`src/logic/anps_pkg.sv`:
```
// Constants for the partner ability and expansion status block
package anps_pkg;
  localparam int          ADDR_W          = 5;
  localparam int          DATA_W          = 16;
  // Register offsets
  localparam logic [4:0]  OFS_PARTNER     = 5'h05;
  localparam logic [4:0]  OFS_EXPANSION   = 5'h06;
  localparam logic [4:0]  OFS_NEXT_RX     = 5'h08;
  // Partner ability fields
  localparam int          PA_NEXT_PAGE    = 15;
  localparam int          PA_ACK          = 14;
  localparam int          PA_REM_FAULT    = 13;
  localparam int          PA_RSVD         = 12;
  localparam int          PA_ASYM_PAUSE   = 11;
  localparam int          PA_PAUSE        = 10;
  localparam int          PA_TECH_HI      = 9;
  localparam int          PA_TECH_LO      = 5;
  localparam int          PA_SEL_HI       = 4;
  localparam int          PA_SEL_LO       = 0;
  localparam logic [4:0]  SEL_8023        = 5'h01;
  localparam logic [4:0]  SEL_8029        = 5'h02;
  // Expansion fields
  localparam int          EX_BASE_PAGE    = 5;
  localparam int          EX_PAR_FAULT    = 4;
  localparam int          EX_LP_NP_ABLE   = 3;
  localparam int          EX_NP_ABLE      = 2;
  localparam int          EX_PAGE_RX      = 1;
  localparam int          EX_LP_AN_ABLE   = 0;
  // Latching flag indices
  localparam int          NUM_FLAGS       = 3;
  localparam int          FL_PAGE_RX      = 0;
  localparam int          FL_PAR_FAULT    = 1;
  localparam int          FL_BASE_PAGE    = 2;
  // Reset values
  localparam logic [15:0] PAGE_RESET      = 16'h0000;
  localparam logic        LOCAL_NP_ABLE   = 1'b1;
endpackage : anps_pkg

```
`src/logic/anps_flag_if.sv`:
```
// Set, clear and state of the latching-high status flags
`timescale 1ns/1ps
interface anps_flag_if #(parameter int N = 3);
  logic [N-1:0] set;
  logic [N-1:0] clr;
  logic [N-1:0] q;
  modport owner (input set, input clr, output q);
  modport user  (output set, output clr, input q);
endinterface : anps_flag_if

```
`src/logic/anps_lh_flags.sv`:
```
// Bank of latching-high flags, set wins over clear
`timescale 1ns/1ps
module anps_lh_flags #(
  parameter int N = 3
) (
  input  wire logic  clk_sys,   // System clock
  input  wire logic  resetn,    // Async reset, active low
  anps_flag_if.owner fl         // Flag set, clear and state
);
  genvar i;
  generate
    for (i = 0; i < N; i++)
    begin : g_flag
      logic q_reg;
      logic q_next;
      // Event in the clearing cycle still sets
      assign q_next = fl.set[i] | (q_reg & ~fl.clr[i]);
      always_ff @(posedge clk_sys or negedge resetn)
      begin
        if (!resetn)
          q_reg <= 1'b0;
        else
          q_reg <= q_next;
      end
      assign fl.q[i] = q_reg;

    end
  endgenerate
endmodule : anps_lh_flags

```
`src/logic/anps_page_store.sv`:
```
// Storage of the received base page and next page code words
`timescale 1ns/1ps
module anps_page_store
  import anps_pkg::*;
#(
  parameter int W = 16
) (
  input  wire logic         clk_sys,     // System clock
  input  wire logic         resetn,      // Async reset, active low
  input  wire logic         page_valid,  // New page arrived, one cycle
  input  wire logic         page_base,   // High for a base page
  input  wire logic [W-1:0] page_word,   // Received code word
  output logic      [W-1:0] base_q,      // Stored base page
  output logic      [W-1:0] next_q       // Stored next page
);
  logic [W-1:0] base_reg;
  logic [W-1:0] next_reg;
  wire          wr_base = page_valid & page_base;
  wire          wr_next = page_valid & ~page_base;

  always_ff @(posedge clk_sys or negedge resetn)
  begin
    if (!resetn)
    begin
      base_reg <= PAGE_RESET[W-1:0];
      next_reg <= PAGE_RESET[W-1:0];
    end
    else
    begin
      if (wr_base)
        base_reg <= page_word;
      if (wr_next)
        next_reg <= page_word;
    end
  end

  assign base_q = base_reg;
  assign next_q = next_reg;
endmodule : anps_page_store

```
`src/logic/anps_status.sv`:
```
// Partner ability and negotiation expansion status registers
// ****************************************************************
// How it works
// - Partner bit 15 shows partner can send multiple pages.
// - Partner bit 14 shows partner acknowledged our link code word.
// - Partner bit 13 shows partner's remote fault indication.
// - Partner bits 11 and 10 show asymmetric and symmetric pause.
// - Partner bits 9 to 5 show advertised technologies, T4 first.
// - Partner bits 4 to 0 hold the selector code.
// - Expansion bit 5 latches base page received, only in alternate mode.
// - Expansion bit 4 latches parallel detection fault until read.
// - Expansion bit 3 shows partner next-page able, plain status.
// - Expansion bit 2 always reads one: local device next-page able.
// - New page sets bit 1 and stores word in base or next register.
// - Page received clears on read, and in alternate mode on idle or disable.
// - Expansion bit 0 shows partner auto-negotiation able.
// ****************************************************************
//
// Chosen here: strobed register access.
`timescale 1ns/1ps
module anps_status
  import anps_pkg::*;
(
  input  wire logic                       clk_sys,            // System clock, 40 MHz
  input  wire logic                       resetn,             // Async reset, active low
  input  wire logic [anps_pkg::ADDR_W-1:0] addr,               // Register address
  input  wire logic [anps_pkg::DATA_W-1:0] wr_data,            // Write data, ignored
  input  wire logic                       wr_en,              // Write strobe, ignored
  input  wire logic                       rd_en,              // Read strobe
  output logic      [anps_pkg::DATA_W-1:0] rd_data,            // Read data, cycle after strobe
  input  wire logic                       page_valid,         // New page received, one cycle
  input  wire logic                       page_base,          // Page is a base page
  input  wire logic [anps_pkg::DATA_W-1:0] page_word,          // Received code word
  input  wire logic                       base_page_event,    // Base page variable went true
  input  wire logic                       par_fault_event,    // Parallel detection fault
  input  wire logic                       partner_an_able,    // Partner is auto-neg able
  input  wire logic                       mr_page_rx,         // Page receive variable
  input  wire logic                       transmit_disable,   // Transmit disable variable
  input  wire logic                       alt_next_page_mode, // Alternate next page mode
  output logic      [anps_pkg::DATA_W-1:0] next_page_rx        // Stored next page word
);
  import anps_pkg::*;

  // ****************************************************************
  // Page storage and latching flags
  // ****************************************************************
  logic [DATA_W-1:0] base_q;
  logic [DATA_W-1:0] next_q;
  logic [DATA_W-1:0] rd_data_reg;
  logic [DATA_W-1:0] rd_data_next;
  logic [DATA_W-1:0] np_out_reg;
  logic              an_able_reg;

  anps_flag_if #(.N(NUM_FLAGS)) fl ();

  anps_page_store #(.W(DATA_W)) u_store (
    .clk_sys    (clk_sys),
    .resetn     (resetn),
    .page_valid (page_valid),
    .page_base  (page_base),
    .page_word  (page_word),
    .base_q     (base_q),
    .next_q     (next_q)
  );

  anps_lh_flags #(.N(NUM_FLAGS)) u_flags (
    .clk_sys (clk_sys),
    .resetn  (resetn),
    .fl      (fl)
  );

  // ****************************************************************
  // Address decode
  // ****************************************************************
  wire rd_partner = rd_en && (addr == OFS_PARTNER);
  wire rd_expan   = rd_en && (addr == OFS_EXPANSION);
  wire rd_next    = rd_en && (addr == OFS_NEXT_RX);
  // Writes land nowhere: every register here is read-only
  wire wr_unused  = wr_en & (|wr_data);
  // Alternate mode drops page received while the page variable is low or transmit is disabled
  wire alt_drop   = alt_next_page_mode && (!mr_page_rx || transmit_disable);

  // ****************************************************************
  // Flag events
  // ****************************************************************
  assign fl.set[FL_PAGE_RX]   = page_valid;
  assign fl.set[FL_PAR_FAULT] = par_fault_event;
  // Base page flag only tracks the state diagram in alternate mode
  assign fl.set[FL_BASE_PAGE] = base_page_event & alt_next_page_mode;
  assign fl.clr[FL_PAGE_RX]   = rd_expan | alt_drop;
  assign fl.clr[FL_PAR_FAULT] = rd_expan;
  assign fl.clr[FL_BASE_PAGE] = rd_expan;

  // ****************************************************************
  // Read data assembly
  // ****************************************************************
  wire [DATA_W-1:0] partner_word;
  wire [DATA_W-1:0] expan_word;

  assign partner_word[PA_NEXT_PAGE]            = base_q[PA_NEXT_PAGE];
  assign partner_word[PA_ACK]                  = base_q[PA_ACK];
  assign partner_word[PA_REM_FAULT]            = base_q[PA_REM_FAULT];
  assign partner_word[PA_RSVD]                 = 1'b0;
  assign partner_word[PA_ASYM_PAUSE]           = base_q[PA_ASYM_PAUSE];
  assign partner_word[PA_PAUSE]                = base_q[PA_PAUSE];
  assign partner_word[PA_TECH_HI:PA_TECH_LO]   = base_q[PA_TECH_HI:PA_TECH_LO];
  // Selector passes through as received; reserved codes are not filtered
  assign partner_word[PA_SEL_HI:PA_SEL_LO]     = base_q[PA_SEL_HI:PA_SEL_LO];

  assign expan_word[DATA_W-1:EX_BASE_PAGE+1]   = '0;
  assign expan_word[EX_BASE_PAGE]              = fl.q[FL_BASE_PAGE];
  assign expan_word[EX_PAR_FAULT]              = fl.q[FL_PAR_FAULT];
  assign expan_word[EX_LP_NP_ABLE]             = base_q[PA_NEXT_PAGE];
  assign expan_word[EX_NP_ABLE]                = LOCAL_NP_ABLE;
  assign expan_word[EX_PAGE_RX]                = fl.q[FL_PAGE_RX];
  assign expan_word[EX_LP_AN_ABLE]             = an_able_reg;

  // Unmapped addresses and idle cycles read zero
  assign rd_data_next = rd_partner ? partner_word :
                        rd_expan   ? expan_word   :
                        rd_next    ? next_q       : '0;

  always_ff @(posedge clk_sys or negedge resetn)
  begin
    if (!resetn)
    begin
      rd_data_reg <= '0;
      np_out_reg  <= PAGE_RESET;
      an_able_reg <= 1'b0;
    end
    else
    begin
      rd_data_reg <= rd_data_next;
      np_out_reg  <= next_q;
      an_able_reg <= partner_an_able;
    end
  end

  assign rd_data      = rd_data_reg;
  assign next_page_rx = np_out_reg;
endmodule : anps_status

```
`config.mk`:
```
export PLATFORM = sky130hd
export DESIGN_NAME = anps_status
export DESIGN_NICKNAME = d
export VERILOG_FILES = /design/src/logic/anps_pkg.sv /design/src/logic/anps_flag_if.sv /design/src/logic/anps_lh_flags.sv /design/src/logic/anps_page_store.sv /design/src/logic/anps_status.sv
export SDC_FILE = /design/constraint.sdc
export NUM_CORES = 1
export LEC_CHECK = 0
export BUFFER_PORTS_ARGS = -buffer_cell sky130_fd_sc_hd__clkbuf_2
export CELL_PAD_IN_SITES_DETAIL_PLACEMENT = 1
export CELL_PAD_IN_SITES_GLOBAL_PLACEMENT = 2
export CORE_MARGIN = 5
export CORE_UTILIZATION = 35
export DETAILED_ROUTE_END_ITERATION = 16
export HOLD_SLACK_MARGIN = 0.06
export PLACE_DENSITY = 0.85
export SYNTH_ARGS = -nofsm -noshare
export SYNTH_HDL_FRONTEND = slang
export SYNTH_SLANG_ARGS = --single-unit
```
`constraint.sdc`:
```
create_clock -name clk_sys -period 2.2 [get_ports clk_sys]
set_clock_uncertainty 0.05 [all_clocks]
set_input_delay 0.44 -clock clk_sys [delete_from_list [all_inputs] [get_ports clk_sys]]
set_output_delay 0.44 -clock clk_sys [all_outputs]
set_load 0.01 [all_outputs]
```
==> impl_results.md <==
* Final HPWL DP at 3510 um
* Clock root buffer: clkbuf_8
* Mapped Area at 2400 sq um
* Status: finished clean
* Sink Count at 67
* WHS at 54.6 ps
* Multi-input gate area at about 670 sq um
* Total CTS buffers at 9
* Worst slew pin tran at 460 ps
* Post-CTS Repair Setup Buffers at 0
* Crit path DAT at 1740 ps
* Post-CTS sizing at 0
* VDD IR max at 0.287 mV
* I/O pin total at 81
* Vias/cell at roughly 4.9
* Final layout net count at 271
* Final cycle utilization of the critical path at 68.7%
* WL/cell at 16.7 um
* Synth Net Count at roughly 200
* Clk buf depth at 2
* Buffers on Ports at 63
* Final wirelength at 5140 um
* Share of post-route cells with drive strength above 1 at about 52%
* Vias at 1504
* Antenna viol nets, final at 0
* Final min period at 1510 ps
* Total gr overflow at 0
* Worst-Skew Late Latency at about 350 ps
* Synth Instances at 150
* First-pass GRT wire length at 8250 um
* Clock slew at reported path FFs at roughly 70 ps
* Register Area at 1680 sq um
* Fmax at between 600 and 700 MHz
* Vias in the first global route at 1625
* DRT Pass-1 Iters at 3
* Hold WC Path Type: in2async
* Setup TNS at 0 ps
* DRT iter0 DRCs at 47
* Critical Path RT at 2430 ps
* Endpoints failing setup at 0
* Largest net degree at the start of global routing at 68
* Reg2Reg Depth at 3
* PwrDens at 933 nW/um^2
* Die width at 92.8 um
* Final Hold Vio Count at 0
* Crit end category: register
* Max-Slew Margin vs Limit at 69.3%
* Post-CTS Hold Fix Bufs at 0
* Die height at 92.8 um
* Global Route Usage Sum at approximately an eighth
* Startpoint types: primary input
* Initial core utilization at 35.7%
* Initial antenna violation count at 0
* CTS tree: yes
* Die area at 8600 sq um
* Area delta synth->final at 27.4%
* Final Wtd Congestion at about 0.80
* Register area share after synthesis at 69.9%
* Final slew viol count at 0
* Core area at 6720 sq um
* Max Cap Violations at 0
* H-tree Lvls at 3
* Std cell rows at 30
* #FFs+latches synth at 67
* N_diodes at 0
* RSZ-0062 raised after global routing: no
* Crit path kind: in2reg
* Leak at 0.00147 uW
* Ys Warns at 0
* Crit-path max FO at 14
* Mapped Avg Cell Area at 16.0 sq um
* Residual DRC at 0
* Fillers at 709
* Post-synth cell types at 29
==> path summary, 6_finish.rpt <==
kind	startpoint	to	slack, ps
min reg2reg	u_store.next_q[10]	next_page_rx[10]	340
min	resetn	next_page_rx[1]	50
max reg2reg	u_store.base_q[15]	rd_data[3]	1250
max in group asynchronous	resetn	next_page_rx[6]	1770
max	addr[1]	rd_data[3]	690
min in group clk_sys	partner_an_able	an_able_reg	160
==> layout make-up <==
class	instances	share of cell area, %
Inverter	5	0.615
Sequential cell	67	54.9
Clock inverter	6	2.91
Multi-Input combinational cell	72	22.1
Tap cell	80	3.28
Timing Repair Buffer	67	11.7
Clock buffer	10	4.51
==> placed cells by master (no fill, tap or decap) <==
cell and instances:
a21o_1 1, a221o_1 4, a22o_1 9, a22o_2 1, a31o_1 1, a31oi_1 1
a32oi_1 1, and2_1 1, buf_12 1, buf_2 1, buf_4 3, bufinv_16 2
clkbuf_2 62, clkbuf_8 10, clkinv_2 1, clkinv_4 1, clkinvlp_4 2, dfrtp_1 67
inv_1 5, mux2_2 31, nand2_1 2, nand2b_1 1, nand3b_1 1, nand4_1 2
nor2_1 2, nor2b_1 1, nor2b_2 1, nor2b_4 1, nor3_1 4, nor3b_1 1
nor4_4 1, nor4b_1 1, o21ai_0 1, o2bb2ai_1 1, or2_4 1, or3b_1 1
==> cells in the mapped netlist <==
cell type,count,area (sq um)
or2_4,1,8.76
buf_2,4,20.0
a22o_2,1,10.0
a22o_1,9,78.8
a21o_1,1,7.51
o2bb2ai_1,1,8.76
mux2_2,31,349
dfrtp_1,67,1680
nor4_2,1,12.5
buf_4,1,7.51
nand2_1,2,7.51
a32oi_1,1,8.76
nor4b_1,1,8.76
nand4_1,2,12.5
a31oi_1,1,6.26
nor2_1,2,7.51
and2_1,1,6.26
a221o_1,4,40.0
or3b_1,1,8.76
nand2b_1,1,6.26
nor2b_4,1,13.8
nor2b_1,2,12.5
a31o_1,1,8.76
nand3b_1,1,7.51
buf_6,1,11.3
nor3_1,4,20.0
o21ai_0,1,5.00
inv_1,5,18.8
nor3b_1,1,7.51
==> routing by layer <==
metal	global-route usage [%]	vias to the layer above	wire, um
li1	-	684	-
met1	14.2	778	1990
met2	22.0	33	2790
met3	2.92	9	226
met4	8.06	0	135
met5	0	-	0
==> where the power goes <==
part | leakage, uW | internal, uW | switching [uW]
sequential | 0.000814 | 1370 | 69.1
combinational | 0.000547 | 140 | 133
clock | 0.000108 | 668 | 471
==> stage by stage <==
stage / setup WS [ps] / utilization (%) / total power [uW] / cells / cell area [sq um]
floorplan: 627 / - / 1580 / 150 / 2400
global placement: 346 / 42.1 / 1720 / 291 / 2830
detailed placement: 339 / 42.1 / 1740 / 291 / 2830
CTS: 689 / 45.5 / 2880 / 307 / 3050
global route: 624 / 45.5 / 2970 / 307 / 3050
finish: 689 / 45.5 / 2850 / 307 / 3050
==> worst max-delay path, cell delays in order <==
cell	delay, ps
clkbuf_2	140
nor3b_1	440
nor2b_4	480
a221o_1	230
==> logic make-up after synthesis <==
| family | Yosys count | share of synthesized area, % |
|---|---|---|
| mux | 31 | 14.6 |
| flops | 67 | 69.9 |
| buf+inv | 11 | 2.40 |
| simple gates | 21 | 5.85 |
| compound gates | 20 | 7.26 |
No activity file was read; power rests on OpenSTA's default activity.
